`src/ffsp_defs.vh`:
```
/*
 * Constants for the flash fault status and protection block: register
 * offsets, field positions, reset values and range geometry.
 * Assumes a byte-wide register port and a 16-bit global flash address.
 */
`ifndef FFSP_DEFS_VH
`define FFSP_DEFS_VH

`define FFSP_ADDR_W          16
`define FFSP_OFF_FAULT       16'h3027
`define FFSP_OFF_PROT        16'h3028
`define FFSP_OFF_CTRL        16'h3029
`define FFSP_OFF_CMDSTAT     16'h302a

`define FFSP_FLT_SINGLE      0
`define FFSP_FLT_DOUBLE      1

`define FFSP_PROT_POL        7
`define FFSP_PROT_RSV        6
`define FFSP_PROT_HDIS       5
`define FFSP_PROT_HS_HI      4
`define FFSP_PROT_HS_LO      3
`define FFSP_PROT_LDIS       2
`define FFSP_PROT_LS_HI      1
`define FFSP_PROT_LS_LO      0

`define FFSP_CTRL_IGNORE_SINGLE_FAULT      0
`define FFSP_STAT_VIOL       4

`define FFSP_NV_PROT_ADDR    16'hff7c
`define FFSP_HIGH_END        16'hffff
`define FFSP_LOW_BASE        16'h8000

`define FFSP_ZERO8           8'h00
`define FFSP_ZERO16          16'h0000
`define FFSP_ONE16           16'h0001

`define FFSP_SIZE_0          16'h0400
`define FFSP_SIZE_1          16'h0800
`define FFSP_SIZE_2          16'h1000
`define FFSP_SIZE_3          16'h2000

`endif

```
`src/ffsp_flash_fault_prot.v`:
```
/*
 * Flash fault status and sector protection registers.
 * Fault events arrive as one-cycle pulses from the flash read path on clk_in.
 * The protection byte is fetched once over a simple nonvolatile read port
 * after reset release; program/erase requests are checked against it.
 */
// Functional notes
// Fault status bits 7 to 2 always read zero.
// Double flag sets on two-bit error or read colliding with a command.
// Double flag clears only by writing one; zero is ignored.
// Single flag sets on collision, or on corrected error unless ignore is set.
// Single flag clears only by writing one; zero is ignored.
// A parity error reports single or double, never both.
// A read colliding with a running command sets both flags.
// Flags are stored one clock after the read; software waits one cycle.
// Protection writes are accepted only when they enlarge protection.
// Reset sequence loads protection from nonvolatile byte at 0xFF7C.
// Program or erase of protected area is refused and violation flag set.
// Whole-block erase refused when any sector in the block is protected.
// Polarity zero: enabled ranges are unprotected regions.
// Polarity one: enabled ranges are protected regions.
// Protection bit 6 always reads one.
// Bit 5 zero enables high range ending at 0xFFFF.
// High size field writable only while high range is disabled.
// Bit 2 zero enables low range starting at 0x8000.
// Low size field writable only while low range is disabled.
// Violation flag is write-one-clear and blocks command launch while set.
// Size code to byte count is a parameter; larger codes mean larger ranges.
`include "ffsp_defs.vh"
`default_nettype none

module ffsp_flash_fault_prot #(
    parameter [15:0] SIZE_C0 = `FFSP_SIZE_0,
    parameter [15:0] SIZE_C1 = `FFSP_SIZE_1,
    parameter [15:0] SIZE_C2 = `FFSP_SIZE_2,
    parameter [15:0] SIZE_C3 = `FFSP_SIZE_3
) (
    input  wire        clk_in,
    input  wire        rstn_in,
    input  wire [15:0] reg_addr_in,
    input  wire [7:0]  reg_wdata_in,
    input  wire        reg_wr_in,
    input  wire        reg_rd_in,
    output reg  [7:0]  reg_rdata_out,
    input  wire        rd_single_err_in,
    input  wire        rd_double_err_in,
    input  wire        rd_collision_in,
    output reg         nv_rd_out,
    output reg  [15:0] nv_addr_out,
    input  wire        nv_valid_in,
    input  wire [7:0]  nv_data_in,
    output wire        init_done_out,
    input  wire        cmd_req_in,
    input  wire        cmd_erase_blk_in,
    input  wire        cmd_seq_start_in,
    input  wire [15:0] cmd_addr_in,
    input  wire [15:0] blk_base_in,
    input  wire [15:0] blk_end_in,
    output reg         cmd_accept_out,
    output reg         cmd_reject_out,
    output wire        seq_allowed_out,
    output wire        protection_violation_flag_out
);

    localparam [2:0] ST_FETCH = 3'b001;
    localparam [2:0] ST_WAIT  = 3'b010;
    localparam [2:0] ST_RUN   = 3'b100;

    reg  [2:0] state_q;
    reg        single_fault_flag_q;
    reg        double_fault_flag_q;
    reg        ignore_single_fault_q;
    reg        protection_violation_flag_q;
    reg        protection_polarity_q;
    reg        high_range_disable_q;
    reg  [1:0] high_range_size_q;
    reg        low_range_disable_q;
    reg  [1:0] low_range_size_q;

    wire wr_fault = reg_wr_in && (reg_addr_in == `FFSP_OFF_FAULT);
    wire wr_prot  = reg_wr_in && (reg_addr_in == `FFSP_OFF_PROT) && (state_q == ST_RUN);
    wire wr_ctrl  = reg_wr_in && (reg_addr_in == `FFSP_OFF_CTRL);
    wire wr_stat  = reg_wr_in && (reg_addr_in == `FFSP_OFF_CMDSTAT);

    wire hi_hit;
    wire hi_touch;
    wire hi_inside;
    wire lo_hit;
    wire lo_touch;
    wire lo_inside;

    ffsp_range_window #(
        .ANCHOR_TOP (1'b1),
        .ANCHOR     (`FFSP_HIGH_END),
        .SIZE_C0    (SIZE_C0),
        .SIZE_C1    (SIZE_C1),
        .SIZE_C2    (SIZE_C2),
        .SIZE_C3    (SIZE_C3)
    ) u_high_window (
        .enable_in      (!high_range_disable_q),
        .size_code_in   (high_range_size_q),
        .addr_in        (cmd_addr_in),
        .blk_base_in    (blk_base_in),
        .blk_end_in     (blk_end_in),
        .addr_hit_out   (hi_hit),
        .blk_touch_out  (hi_touch),
        .blk_inside_out (hi_inside)
    );

    ffsp_range_window #(
        .ANCHOR_TOP (1'b0),
        .ANCHOR     (`FFSP_LOW_BASE),
        .SIZE_C0    (SIZE_C0),
        .SIZE_C1    (SIZE_C1),
        .SIZE_C2    (SIZE_C2),
        .SIZE_C3    (SIZE_C3)
    ) u_low_window (
        .enable_in      (!low_range_disable_q),
        .size_code_in   (low_range_size_q),
        .addr_in        (cmd_addr_in),
        .blk_base_in    (blk_base_in),
        .blk_end_in     (blk_end_in),
        .addr_hit_out   (lo_hit),
        .blk_touch_out  (lo_touch),
        .blk_inside_out (lo_inside)
    );

    // Polarity one protects the enabled ranges; zero protects everything else.
    wire addr_prot = protection_polarity_q ? (hi_hit || lo_hit)
                                           : !(hi_hit || lo_hit);

    // A block is clean only if no address of it is protected.
    wire blk_prot = protection_polarity_q ? (hi_touch || lo_touch)
                                          : !(hi_inside || lo_inside);

    wire req_prot = cmd_erase_blk_in ? blk_prot : addr_prot;

    assign init_done_out                 = (state_q == ST_RUN);
    assign protection_violation_flag_out = protection_violation_flag_q;
    assign seq_allowed_out = init_done_out && !protection_violation_flag_q;

    // Reset sequence fetches the protection byte before commands are taken.
    always @(posedge clk_in or negedge rstn_in) begin
        if (!rstn_in) begin
            state_q     <= ST_FETCH;
            nv_rd_out   <= 1'b0;
            nv_addr_out <= `FFSP_ZERO16;
        end else begin
            case (state_q)
                ST_FETCH: begin
                    nv_rd_out   <= 1'b1;
                    nv_addr_out <= `FFSP_NV_PROT_ADDR;
                    state_q     <= ST_WAIT;
                end
                ST_WAIT: begin
                    nv_rd_out <= 1'b0;
                    if (nv_valid_in) begin
                        state_q <= ST_RUN;
                    end
                end
                ST_RUN: begin
                    nv_rd_out <= 1'b0;
                end
                default: begin
                    state_q <= ST_FETCH;
                end
            endcase
        end
    end

    // Fault flags register the read-path pulses one clock later, so a status
    // read in the same cycle as a flash read still sees the old value.
    always @(posedge clk_in or negedge rstn_in) begin
        if (!rstn_in) begin
            single_fault_flag_q <= 1'b0;
            double_fault_flag_q <= 1'b0;
        end else begin
            // Set wins over a simultaneous write-one clear.
            if (rd_collision_in || (rd_single_err_in && !rd_double_err_in
                                    && !ignore_single_fault_q)) begin
                single_fault_flag_q <= 1'b1;
            end else if (wr_fault && reg_wdata_in[`FFSP_FLT_SINGLE]) begin
                single_fault_flag_q <= 1'b0;
            end
            if (rd_collision_in || rd_double_err_in) begin
                double_fault_flag_q <= 1'b1;
            end else if (wr_fault && reg_wdata_in[`FFSP_FLT_DOUBLE]) begin
                double_fault_flag_q <= 1'b0;
            end
        end
    end

    always @(posedge clk_in or negedge rstn_in) begin
        if (!rstn_in) begin
            ignore_single_fault_q <= 1'b0;
        end else if (wr_ctrl) begin
            ignore_single_fault_q <= reg_wdata_in[`FFSP_CTRL_IGNORE_SINGLE_FAULT];
        end
    end

    // Protection register: loaded at init, then writable only to add protection.
    // Most protective state before the load completes: all ranges disabled
    // with polarity zero protects the whole array.
    always @(posedge clk_in or negedge rstn_in) begin
        if (!rstn_in) begin
            protection_polarity_q <= 1'b0;
            high_range_disable_q  <= 1'b1;
            high_range_size_q     <= 2'h0;
            low_range_disable_q   <= 1'b1;
            low_range_size_q      <= 2'h0;
        end else if (state_q == ST_WAIT && nv_valid_in) begin
            protection_polarity_q <= nv_data_in[`FFSP_PROT_POL];
            high_range_disable_q  <= nv_data_in[`FFSP_PROT_HDIS];
            high_range_size_q     <= nv_data_in[`FFSP_PROT_HS_HI:`FFSP_PROT_HS_LO];
            low_range_disable_q   <= nv_data_in[`FFSP_PROT_LDIS];
            low_range_size_q      <= nv_data_in[`FFSP_PROT_LS_HI:`FFSP_PROT_LS_LO];
        end else if (wr_prot) begin
            // Polarity one protects only ranges: enabling a range or growing its
            // size grows protection. Polarity zero is the reverse, so only
            // disabling a range or shrinking it adds protection.
            if (protection_polarity_q) begin
                if (!reg_wdata_in[`FFSP_PROT_HDIS]) begin
                    high_range_disable_q <= 1'b0;
                end
                if (!reg_wdata_in[`FFSP_PROT_LDIS]) begin
                    low_range_disable_q <= 1'b0;
                end
                if (high_range_disable_q &&
                    reg_wdata_in[`FFSP_PROT_HS_HI:`FFSP_PROT_HS_LO] > high_range_size_q) begin
                    high_range_size_q <= reg_wdata_in[`FFSP_PROT_HS_HI:`FFSP_PROT_HS_LO];
                end
                if (low_range_disable_q &&
                    reg_wdata_in[`FFSP_PROT_LS_HI:`FFSP_PROT_LS_LO] > low_range_size_q) begin
                    low_range_size_q <= reg_wdata_in[`FFSP_PROT_LS_HI:`FFSP_PROT_LS_LO];
                end
            end else begin
                if (reg_wdata_in[`FFSP_PROT_HDIS]) begin
                    high_range_disable_q <= 1'b1;
                end
                if (reg_wdata_in[`FFSP_PROT_LDIS]) begin
                    low_range_disable_q <= 1'b1;
                end
                if (high_range_disable_q &&
                    reg_wdata_in[`FFSP_PROT_HS_HI:`FFSP_PROT_HS_LO] < high_range_size_q) begin
                    high_range_size_q <= reg_wdata_in[`FFSP_PROT_HS_HI:`FFSP_PROT_HS_LO];
                end
                if (low_range_disable_q &&
                    reg_wdata_in[`FFSP_PROT_LS_HI:`FFSP_PROT_LS_LO] < low_range_size_q) begin
                    low_range_size_q <= reg_wdata_in[`FFSP_PROT_LS_HI:`FFSP_PROT_LS_LO];
                end
                // Going from open to protected polarity with nothing enabled
                // protects nothing, so it is refused; with a range enabled the
                // switch would unprotect the rest of the array, also refused.
            end
        end
    end

    // Command check and violation flag.
    always @(posedge clk_in or negedge rstn_in) begin
        if (!rstn_in) begin
            protection_violation_flag_q <= 1'b0;
            cmd_accept_out              <= 1'b0;
            cmd_reject_out              <= 1'b0;
        end else begin
            cmd_accept_out <= 1'b0;
            cmd_reject_out <= 1'b0;
            if (cmd_req_in && seq_allowed_out) begin
                if (req_prot) begin
                    cmd_reject_out              <= 1'b1;
                    protection_violation_flag_q <= 1'b1;
                end else begin
                    cmd_accept_out <= 1'b1;
                end
            end else if (cmd_req_in || cmd_seq_start_in) begin
                cmd_reject_out <= 1'b1;
            end else if (wr_stat && reg_wdata_in[`FFSP_STAT_VIOL]) begin
                protection_violation_flag_q <= 1'b0;
            end
        end
    end

    // Read data one cycle after the strobe; unmapped addresses read zero.
    always @(posedge clk_in or negedge rstn_in) begin
        if (!rstn_in) begin
            reg_rdata_out <= `FFSP_ZERO8;
        end else if (reg_rd_in) begin
            reg_rdata_out <= `FFSP_ZERO8;
            case (reg_addr_in)
                `FFSP_OFF_FAULT: begin
                    reg_rdata_out[`FFSP_FLT_SINGLE] <= single_fault_flag_q;
                    reg_rdata_out[`FFSP_FLT_DOUBLE] <= double_fault_flag_q;
                end
                `FFSP_OFF_PROT: begin
                    reg_rdata_out[`FFSP_PROT_POL]  <= protection_polarity_q;
                    reg_rdata_out[`FFSP_PROT_RSV]  <= 1'b1;
                    reg_rdata_out[`FFSP_PROT_HDIS] <= high_range_disable_q;
                    reg_rdata_out[`FFSP_PROT_HS_HI:`FFSP_PROT_HS_LO] <= high_range_size_q;
                    reg_rdata_out[`FFSP_PROT_LDIS] <= low_range_disable_q;
                    reg_rdata_out[`FFSP_PROT_LS_HI:`FFSP_PROT_LS_LO] <= low_range_size_q;
                end
                `FFSP_OFF_CTRL: begin
                    reg_rdata_out[`FFSP_CTRL_IGNORE_SINGLE_FAULT] <= ignore_single_fault_q;
                end
                `FFSP_OFF_CMDSTAT: begin
                    reg_rdata_out[`FFSP_STAT_VIOL] <= protection_violation_flag_q;
                end
                default: begin
                    reg_rdata_out <= `FFSP_ZERO8;
                end
            endcase
        end
    end

endmodule // ffsp_flash_fault_prot

// Address window of one protection range. The high range hangs down from the
// top of the array and the low range grows up from its base, so one module
// serves both; ANCHOR_TOP says which end of the window is fixed.
module ffsp_range_window #(
    parameter        ANCHOR_TOP = 1'b0,
    parameter [15:0] ANCHOR     = `FFSP_LOW_BASE,
    parameter [15:0] SIZE_C0    = `FFSP_SIZE_0,
    parameter [15:0] SIZE_C1    = `FFSP_SIZE_1,
    parameter [15:0] SIZE_C2    = `FFSP_SIZE_2,
    parameter [15:0] SIZE_C3    = `FFSP_SIZE_3
) (
    input  wire        enable_in,
    input  wire [1:0]  size_code_in,
    input  wire [15:0] addr_in,
    input  wire [15:0] blk_base_in,
    input  wire [15:0] blk_end_in,
    output wire        addr_hit_out,
    output wire        blk_touch_out,
    output wire        blk_inside_out
);

    reg  [15:0] size_bytes;
    wire [15:0] win_lo;
    wire [15:0] win_hi;

    // Larger size codes give larger windows while SIZE_C0 to SIZE_C3 increase, so the write filter can
    // compare codes instead of byte counts.
    always @* begin
        case (size_code_in)
            2'h0:    size_bytes = SIZE_C0;
            2'h1:    size_bytes = SIZE_C1;
            2'h2:    size_bytes = SIZE_C2;
            default: size_bytes = SIZE_C3;
        endcase
    end

    // Inclusive window; sizes must stay below the anchor distance or it wraps.
    assign win_lo = ANCHOR_TOP ? (ANCHOR - size_bytes + `FFSP_ONE16) : ANCHOR;
    assign win_hi = ANCHOR_TOP ? ANCHOR : (ANCHOR + size_bytes - `FFSP_ONE16);

    assign addr_hit_out   = enable_in && (addr_in >= win_lo) && (addr_in <= win_hi);
    assign blk_touch_out  = enable_in && (blk_end_in >= win_lo) && (blk_base_in <= win_hi);
    assign blk_inside_out = enable_in && (blk_base_in >= win_lo) && (blk_end_in <= win_hi);

endmodule // ffsp_range_window

`default_nettype wire

```
`config.mk`:
```
export PLATFORM = sky130hd
export DESIGN_NAME = ffsp_flash_fault_prot
export DESIGN_NICKNAME = d
export VERILOG_FILES = /design/src/ffsp_flash_fault_prot.v
export VERILOG_INCLUDE_DIRS = /design/src
export SDC_FILE = /design/constraint.sdc
export NUM_CORES = 1
export LEC_CHECK = 0
export BUFFER_PORTS_ARGS = -buffer_cell sky130_fd_sc_hd__buf_2
export CAP_MARGIN = 10
export CORE_UTILIZATION = 35
export DETAILED_ROUTE_END_ITERATION = 6
export PLACE_DENSITY = 0.68
export SETUP_SLACK_MARGIN = 0.3
export SYNTH_ARGS = -nofsm -noshare
export SYNTH_HDL_FRONTEND = slang
export SYNTH_SLANG_ARGS = --single-unit
```
`constraint.sdc`:
```
create_clock -name clk_in -period 2.1 [get_ports clk_in]
set_clock_uncertainty 0.05 [all_clocks]
set_input_delay 0.315 -clock clk_in [delete_from_list [all_inputs] [get_ports clk_in]]
set_output_delay 0.315 -clock clk_in [all_outputs]
set_load 0.03 [all_outputs]
```
==> results.json, run 1 <==
{
  "cp-start-kind": "register",
  "async_flop_share": 1.00,
  "ir_worst_vdd_v": 0.000492,
  "min_path_type": "in -> async",
  "clkSlewWorstSetupHoldPaths_ns": 0.09,
  "p_leak_uw": 0.00152,
  "rr_worst_depth": 10,
  "synth_most_common_cell": "ha_1",
  "hold_slack_ns": -0.00629,
  "drv_slew": 0,
  "end_kind": "register",
  "avgRoutedWirePerCell_um": 14.7,
  "ctsHoldBuffers": 0,
  "final-setup-viol-count": 3,
  "cap_viol_max_count": 0,
  "p_per_area_nw_per_um2": 852,
  "crit_cells": 10,
  "wirelength_um": 6570,
  "grt_overflow": 0,
  "port_buffers": 114,
  "synth_flop_cell": "dfrtp_1",
  "path_buf_inv": 1,
  "slowest_stage": "dfrtp_1",
  "fp.dieW_um": 81.9,
  "max_freq_mhz": 437,
  "htree_num_levels": 1,
  "final_antenna_net_count": 0,
  "synth_top_area_share": 0.258,
  "die-area_um2": 6700,
  "insertion_delay_ns": 0.27,
  "grt_use_total": 0.194,
  "tightest_slew_ns": 0.596,
  "syn_inst": 247,
  "area_growth_syn_to_layout_pct": 44.3,
  "fillCellCount": 585,
  "multi_input_area_um2": 1630,
  "core_um2": 6030,
  "syn_avg_cell_area_um2": 9.04,
  "cpPeakStageDelay_ns": 0.40,
  "num_antenna_cells": 0,
  "final_layout_size_suffix_gt1_frac": 0.491,
  "clockBufferDepth": 2,
  "max_slew_margin": 0.603,
  "post_synth_most_frequent_cells": "27 x ha_1, 23 x dfrtp_1, 18 x inv_1",
  "placedCellCount": 440,
  "die_y_um": 81.9,
  "io-pin-count": 121,
  "netlist_area_um2": 2230,
  "gp_congestion": 0.780,
  "fin_tns_setup_ns": -0.493,
  "synth_largest_area_cell": "dfrtp_1",
  "crit_type": "reg -> reg",
  "worstPathMaxFanout": 4,
  "grt_pass1_vias": 2297,
  "rsz0062_at_grt": "yes",
  "drc": 0,
  "finalHoldViolCount": 21,
  "crit_path_frequent_cell": "ha_4",
  "drt-initial-drc-count": 113,
  "dr_total_vias": 2381,
  "viasPerCell": 5.31,
  "dr.pass1.iters": 4,
  "grt_max_degree": 27,
  "cts_made_buffers": 3,
  "fin_ws_ns": -0.189,
  "antenna_found_initial": 0,
  "period_share": 1.09,
  "arrival_ns": 2.37,
  "path_cells": "or2_4, ha_4, inv_2, ha_4, o211ai_1, a21oi_2, o311ai_2, o41ai_4, o21ai_1, o311ai_1",
  "root_buffer": "clkbuf_8",
  "synthTopCellsByArea": "dfrtp_1 26%, ha_1 15%, buf_4 5.0%",
  "instances_no_fill": 448,
  "num_rows": 28,
  "fin_crit_ns": 2.29,
  "p_total_uw": 2740,
  "synth_edf_count": 0,
  "dp_hpwl_um": 5280,
  "yosysUniqueCellTypes": 59,
  "cts_tree": "done",
  "layout.nets": 492,
  "cts.sinks": 26,
  "ys_seq_elements": 26,
  "start_util": 0.371,
  "cp.required_ns": 2.18,
  "violations": "hold timing, setup timing",
  "ys_seq_area_frac": 0.293,
  "ff_latch_area_um2": 656,
  "status": "finished, violations left",
  "final_core_util": 0.535,
  "grt_first_pass_wirelength_um": 10100,
  "ys_warn_count": 0,
  "cp_top_family": "compound AO/OA/AOI/OAI gates"
}
## cells by family after synthesis
logic type      share of synthesized area
buf+inv                            0.0896
xor+xnor                          0.00784
other cells                       0.00336
fa+ha+maj                           0.156
flops                               0.293
compound gates                      0.198
simple gates                        0.224
mux                                0.0280
## worst paths after layout
check / start / slack (ns) / end
setup / recovery: high_range_size_q[1] / -0.19 / protection_violation_flag_out
hold / removal: rstn_in / -0.006 / reg_rdata_out[3]
setup reg to reg: high_range_size_q[1] / -0.19 / protection_violation_flag_out
hold reg to reg: double_fault_flag_q / 0.45 / double_fault_flag_q
max in group asynchronous: rstn_in / 1.58 / low_range_size_q[1]
min in group clk_in: rd_double_err_in / 0.19 / double_fault_flag_q
## repair_timing
item	4_1_cts	5_1_grt
pin swaps	6	5
buffers inserted	2	2
setup endpoints to repair	9	8
cloned	0	0
resized for setup	10	18
## metal layers
| metal | GRT usage | up-vias | part of all wire |
|---|---|---|---|
| met5 | 0 | - | 0 |
| met4 | 0.0421 | 0 | 0.0090 |
| met3 | 0.0311 | 6 | 0.054 |
| met2 | 0.364 | 88 | 0.53 |
| met1 | 0.229 | 1125 | 0.41 |
| li1 | - | 1162 | - |
## flip-flops by register name, summed over array words and instances (netlist names)
| name | count |
|---|---|
| high_range_size_q | 2 |
| cmd_accept_out | 1 |
| protection_violation_flag_out | 1 |
| double_fault_flag_q | 1 |
| protection_polarity_q | 1 |
| ignore_single_fault_q | 1 |
| state_q | 3 |
| nv_addr_out | 1 |
| cmd_reject_out | 1 |
| nv_rd_out | 1 |
| high_range_disable_q | 1 |
| low_range_disable_q | 1 |
| low_range_size_q | 2 |
| single_fault_flag_q | 1 |
| reg_rdata_out | 8 |
## stage by stage
step | setup WS, ns | cell area [µm²]
final | -0.189 | 3220
after detailed placement | -0.183 | 2990
after floorplan | -0.0862 | 2340
after CTS | -0.150 | 3110
after global routing | -0.341 | 3220
after global placement | -0.160 | 2990
## placed cells by master (no fill, tap or decap), types with 3 or more instances in the layout
cell type,Yosys,routed
a211o_1,3,3
a211oi_1,4,4
a21oi_1,8,6
a31oi_1,3,3
and2_1,6,5
buf_2,1,114
buf_4,15,18
clkbuf_8,0,3
conb_1,2,9
dfrtp_1,23,22
dfstp_2,3,3
ha_1,27,20
ha_4,0,7
inv_1,18,15
inv_2,1,4
mux2i_1,4,4
nand2_1,14,12
nand3_1,6,6
nand4_1,11,11
nand4b_1,4,4
nor2_1,10,9
nor2b_1,5,3
nor3_1,3,3
o211ai_1,4,4
o21ai_0,13,12
o21ai_1,6,6
## report_power, final
part,total (µW),switching (µW),internal [µW],leakage [µW]
Clock,291,155,136,0.0000228
Sequential,807,179,627,0.000316
Combinational,1650,811,837,0.00118
Total,2740,1150,1600,0.00152
## worst reg2reg max path: cells and delay by family (launching register included)
family          cells  cell delay (ns)
simple gates        1             0.28
flops               1             0.40
compound gates      6             0.90
buf+inv             1             0.04
fa+ha+maj           2             0.48
## final cells by class
cell class	count	share of cell area
multi-input cells	190	0.505
repair buffers	134	0.226
flip-flops and latches	26	0.203
well taps	75	0.0291
inverters	19	0.0221
clock buffers	4	0.0140
(Power assumes the default switching activity.)
==> inputs of run 2 (changes only) <==
Settings changed: BUFFER_PORTS_ARGS -buffer_cell sky130_fd_sc_hd__buf_2 to -buffer_cell sky130_fd_sc_hd__buf_4.
==> results.json, run 2 (synthesis gave the netlist of run 1 again) <==
{
  "p_per_area_nw_per_um2": 798,
  "hold_slack_ns": 0.184,
  "fin_ws_ns": -0.267,
  "cp-start-kind": "register",
  "avgRoutedWirePerCell_um": 14.8,
  "dr.pass1.iters": 4,
  "fp.dieW_um": 81.9,
  "hold-path-endpoint": "double_fault_flag_q",
  "rr_worst_depth": 10,
  "period_share": 1.13,
  "crit_path_frequent_cell": "ha_4",
  "largest_reg_flops": 8,
  "fin_crit_ns": 2.37,
  "final_antenna_net_count": 0,
  "grt_use_total": 0.202,
  "p_switching_uw": 1150,
  "p_comb_frac": 0.607,
  "crit_type": "reg -> reg",
  "htree_num_levels": 1,
  "hold_depth": 2,
  "finish.instance_area_um2": 3500,
  "path_cells": "or2_4, ha_4, inv_4, ha_4, o211ai_1, a21oi_2, o311ai_4, o41ai_4, o21ai_1, o311ai_1",
  "rr_endpoint": "protection_violation_flag_out",
  "drt-initial-drc-count": 79,
  "arrival_ns": 2.45,
  "slowest_stage": "dfrtp_1",
  "status": "finished, violations left",
  "top_regs": "reg_rdata_out: 8 flops, state_q: 3 flops",
  "gp_congestion": 0.782,
  "core_um2": 6030,
  "port_buffers": 114,
  "viasPerCell": 5.20,
  "grt_pass1_vias": 2271,
  "p_leak_uw": 0.00163,
  "fin_tns_setup_ns": -0.733,
  "start_util": 0.371,
  "pre_cts_ws_ns": -0.253,
  "cts.sinks": 26,
  "dp_hpwl_um": 5520,
  "hp-start": "rd_double_err_in",
  "drc": 0,
  "cpPeakStageDelay_ns": 0.42,
  "clkPwrFrac": 0.105,
  "min_path_type": "in -> reg",
  "clockBufferDepth": 2,
  "clkSlewWorstSetupHoldPaths_ns": 0.09,
  "final_cell_mix": "131 x buf_4, 23 x dfrtp_1, 21 x ha_1",
  "rsz0062_at_grt": "yes",
  "r2r_slack_ns": -0.27,
  "cts_made_buffers": 3,
  "end_kind": "register",
  "grt_max_degree": 27,
  "num_antenna_cells": 0,
  "tightest_slew_ns": 0.548,
  "violations": "setup timing",
  "finalHoldViolCount": 0,
  "root_buffer": "clkbuf_8",
  "antenna_found_initial": 0,
  "worstPathMaxFanout": 4,
  "wirelength_um": 6640,
  "cap_viol_max_count": 0,
  "pwr-share-seq": 0.289,
  "insertion_delay_ns": 0.27,
  "top_register": "reg_rdata_out",
  "r2r_start": "high_range_size_q[1]",
  "p_sw_frac": 0.410,
  "grt_overflow": 0,
  "p_int_uw": 1650,
  "grt_first_pass_wirelength_um": 10500,
  "max_slew_margin": 0.634,
  "io-pin-count": 121,
  "postPlaceCellArea_um2": 3280,
  "final-setup-viol-count": 3,
  "ir_worst_vdd_v": 0.000465,
  "final_common_cell": "buf_4",
  "die-area_um2": 6700,
  "num_rows": 28,
  "drv_slew": 0,
  "die_y_um": 81.9,
  "fillCellCount": 559,
  "cts_tree": "done",
  "area_growth_syn_to_layout_pct": 56.8,
  "cp.required_ns": 2.19,
  "max_freq_mhz": 422,
  "final_layout_size_suffix_gt1_frac": 0.471,
  "dr_total_vias": 2335,
  "layout.nets": 493,
  "p_total_uw": 2800
}
## run 2: worst max path at each step
stage	cells past startpoint	slack, ns	startpoint	endpoint
floorplan	8	-0.09	high_range_size_q[0]	cmd_reject_out
global route	10	-0.38	high_range_size_q[1]	protection_violation_flag_out
CTS	10	-0.19	high_range_size_q[1]	cmd_reject_out
finish	10	-0.27	high_range_size_q[1]	protection_violation_flag_out
detailed placement	10	-0.25	high_range_size_q[1]	protection_violation_flag_out
global placement	10	-0.21	high_range_size_q[1]	protection_violation_flag_out
## run 2: cell type report
class	count	area [µm²]	share of cell area
flip-flops and latches	26	654	0.187
inverters	19	76.3	0.0218
multi-input cells	190	1610	0.458
well taps	75	93.8	0.0268
repair buffers	135	1030	0.293
clock buffers	4	45.0	0.0129
## run 2: metrics by stage
step	utilization	std cells
2_1_floorplan	-	254
3_3_place_gp	0.545	441
3_5_place_dp	0.545	441
4_1_cts	0.570	448
5_1_grt	0.581	449
6_report	0.581	449
## run 2: what timing repair did
action                     4_1_cts  5_1_grt
setup endpoints to repair        8       11
pin swaps                        7        7
resized for setup               14       11
hold endpoints to repair        23        0
setup buffers                    2        1
hold buffers                     1        0
## run 2: per-layer routing
layer	share of wire	GRT usage
met3	0.050	0.0322
met1	0.42	0.260
met4	0.0075	0.0281
met2	0.52	0.361
met5	0	0
## run 2: critical path: cells and delay by family, from the launching register on
kind	cells	cell delay (ns)
AOI/OAI and AO/OA	6	0.91
adders and majority gates	2	0.49
DFF	1	0.42
and+or+nand+nor	1	0.31
buffers and inverters	1	0.04
## run 2: power by group through the flow
stage	Sequential, µW	Combinational [µW]	Clock (µW)
after floorplan	796	848	0
after global placement	798	1400	0
after detailed placement	799	1460	0
after CTS	797	1600	299
after global routing	829	1890	322
final	807	1700	293
==> inputs of run 3 (changes only) <==
--- a/config.mk
+++ b/config.mk
@@ -9,8 +9,9 @@
 export BUFFER_PORTS_ARGS = -buffer_cell sky130_fd_sc_hd__buf_4
 export CAP_MARGIN = 10
+export CORE_MARGIN = 2
 export CORE_UTILIZATION = 35
 export DETAILED_ROUTE_END_ITERATION = 6
 export PLACE_DENSITY = 0.68
-export SETUP_SLACK_MARGIN = 0.3
+export SETUP_SLACK_MARGIN = 0.2
 export SYNTH_ARGS = -nofsm -noshare
 export SYNTH_HDL_FRONTEND = slang
--- a/constraint.sdc
+++ b/constraint.sdc
@@ -3,3 +3,3 @@
 set_input_delay 0.315 -clock clk_in [delete_from_list [all_inputs] [get_ports clk_in]]
 set_output_delay 0.315 -clock clk_in [all_outputs]
-set_load 0.03 [all_outputs]
+set_load 0.1 [all_outputs]
==> results.json, run 3 (synthesis gave the netlist of run 1 again) <==
{
  "final_core_util": 0.555,
  "r2r_start": "high_range_size_q[1]",
  "viasPerCell": 5.21,
  "max_freq_mhz": 419,
  "die-area_um2": 7040,
  "area_growth_syn_to_layout_pct": 56.1,
  "num_antenna_cells": 0,
  "period_share": 1.14,
  "grt_overflow": 0,
  "rr_endpoint": "cmd_reject_out",
  "pwr-share-seq": 0.268,
  "p_per_area_nw_per_um2": 851,
  "clkPwrFrac": 0.098,
  "p_switching_uw": 1310,
  "p_int_uw": 1660,
  "avgRoutedWirePerCell_um": 14.2,
  "top_register": "reg_rdata_out",
  "p_comb_frac": 0.635,
  "ir_worst_vdd_v": 0.000616,
  "layout.nets": 496,
  "final_common_cell": "buf_4",
  "cts_made_buffers": 3,
  "dp_hpwl_um": 5330,
  "fp.dieW_um": 83.9,
  "wirelength_um": 6460,
  "hold_depth": 2,
  "dr_total_vias": 2364,
  "port_buffers": 114,
  "grt_pass1_vias": 2360,
  "grt_first_pass_wirelength_um": 10500,
  "p_sw_frac": 0.441,
  "grt_use_total": 0.180,
  "htree_num_levels": 1,
  "drc": 0,
  "p_leak_uw": 0.00163,
  "dr.pass1.iters": 4,
  "fin_ws_ns": -0.287,
  "violations": "setup timing",
  "hp-start": "rd_collision_in",
  "final-setup-viol-count": 5,
  "core_um2": 6280,
  "min_path_type": "in -> reg",
  "antenna_found_initial": 0,
  "worstPathMaxFanout": 4,
  "cp-start-kind": "register",
  "cap_viol_max_count": 0,
  "crit_type": "reg -> reg",
  "clkSlewWorstSetupHoldPaths_ns": 0.09,
  "die_y_um": 83.9,
  "io-pin-count": 121,
  "rsz0062_at_grt": "yes",
  "drv_slew": 0,
  "final_cell_mix": "132 x buf_4, 23 x ha_1, 23 x dfrtp_1",
  "end_kind": "register",
  "r2r_slack_ns": -0.29,
  "arrival_ns": 2.51,
  "status": "finished, violations left",
  "slowest_stage": "dfrtp_1",
  "start_util": 0.356,
  "root_buffer": "clkbuf_8",
  "hold-path-endpoint": "double_fault_flag_q",
  "cp.required_ns": 2.23,
  "cts.sinks": 26,
  "fin_crit_ns": 2.39,
  "path_cells": "or2_4, ha_1, or2_0, maj3_2, a31oi_4, o21ai_2, xor2_2, a221oi_2",
  "finalHoldViolCount": 0,
  "grt_max_degree": 27,
  "drt-initial-drc-count": 70,
  "clockBufferDepth": 2,
  "final_antenna_net_count": 0,
  "largest_reg_flops": 8,
  "top_regs": "reg_rdata_out: 8 flops, state_q: 3 flops",
  "cts_tree": "done",
  "cpPeakStageDelay_ns": 0.41,
  "insertion_delay_ns": 0.27,
  "gp_congestion": 0.804,
  "final_layout_size_suffix_gt1_frac": 0.469,
  "pre_cts_ws_ns": -0.296,
  "rr_worst_depth": 8,
  "num_rows": 29
}
-- run 3: metrics by stage --
stage / instance area [µm²] / cells / power, µW / setup TNS [ns] / hold slack, ns
2_1_floorplan: 2270 / 254 / 1740 / -2.90 / -0.0306
3_3_place_gp: 3240 / 445 / 2310 / -0.713 / 0.195
3_5_place_dp: 3240 / 445 / 2360 / -0.824 / 0.197
4_1_cts: 3400 / 451 / 2840 / -0.557 / 0.182
5_1_grt: 3490 / 454 / 3220 / -1.48 / 0.175
6_report: 3490 / 454 / 2970 / -0.992 / 0.182
-- run 3: cell type report --
class | count | area (µm²)
inverters | 19 | 76.3
multi-input cells | 190 | 1560
clock buffers | 4 | 45.0
repair buffers | 138 | 1060
flip-flops and latches | 26 | 654
fillers | 600 | 2790
well taps | 77 | 96.3
-- run 3: power by group through the flow --
stage          Clock [µW]  Sequential (µW)  Combinational [µW]
5_1_grt               319              821                2080
3_5_place_dp            0              793                1570
3_3_place_gp            0              790                1520
2_1_floorplan           0              927                 818
4_1_cts               297              789                1750
6_report              290              794                1880
-- run 3: timing repair --
item,in CTS,in global routing
endpoints found under the setup margin,8,8
hold buffers,1,0
pin swaps,16,16
gates resized for setup,21,12
endpoints found under the hold margin,23,0
setup buffers,1,3
-- run 3: worst max-delay path by stage --
| stage | startpoint | endpoint | slack, ns | cells after the start |
|---|---|---|---|---|
| floorplan | state_q[2] | protection_violation_flag_out | -0.53 | 5 |
| global placement | high_range_size_q[1] | cmd_reject_out | -0.27 | 8 |
| detailed placement | high_range_size_q[1] | cmd_reject_out | -0.30 | 8 |
| CTS | high_range_size_q[0] | cmd_reject_out | -0.20 | 8 |
| global route | high_range_size_q[1] | protection_violation_flag_out | -0.37 | 8 |
| finish | high_range_size_q[1] | cmd_reject_out | -0.29 | 8 |
-- run 3: layer usage --
layer / GRT usage / vias to the layer above / wire length (µm) / part of all wire
li1: - / 1165 / - / -
met1: 0.220 / 1116 / 2680 / 0.41
met2: 0.340 / 79 / 3380 / 0.52
met3: 0.0317 / 4 / 359 / 0.056
met4: 0.0147 / 0 / 42 / 0.0065
met5: 0 / - / 0 / 0
-- run 3: worst max-delay path: cells and delay by family (launching register included) --
family,cells,cell delay [ns]
flip-flops,1,0.41
adder cells (fa/ha/maj),2,0.62
AO/OA/AOI/OAI,3,0.54
XOR/XNOR,1,0.17
AND/OR/NAND/NOR,2,0.50
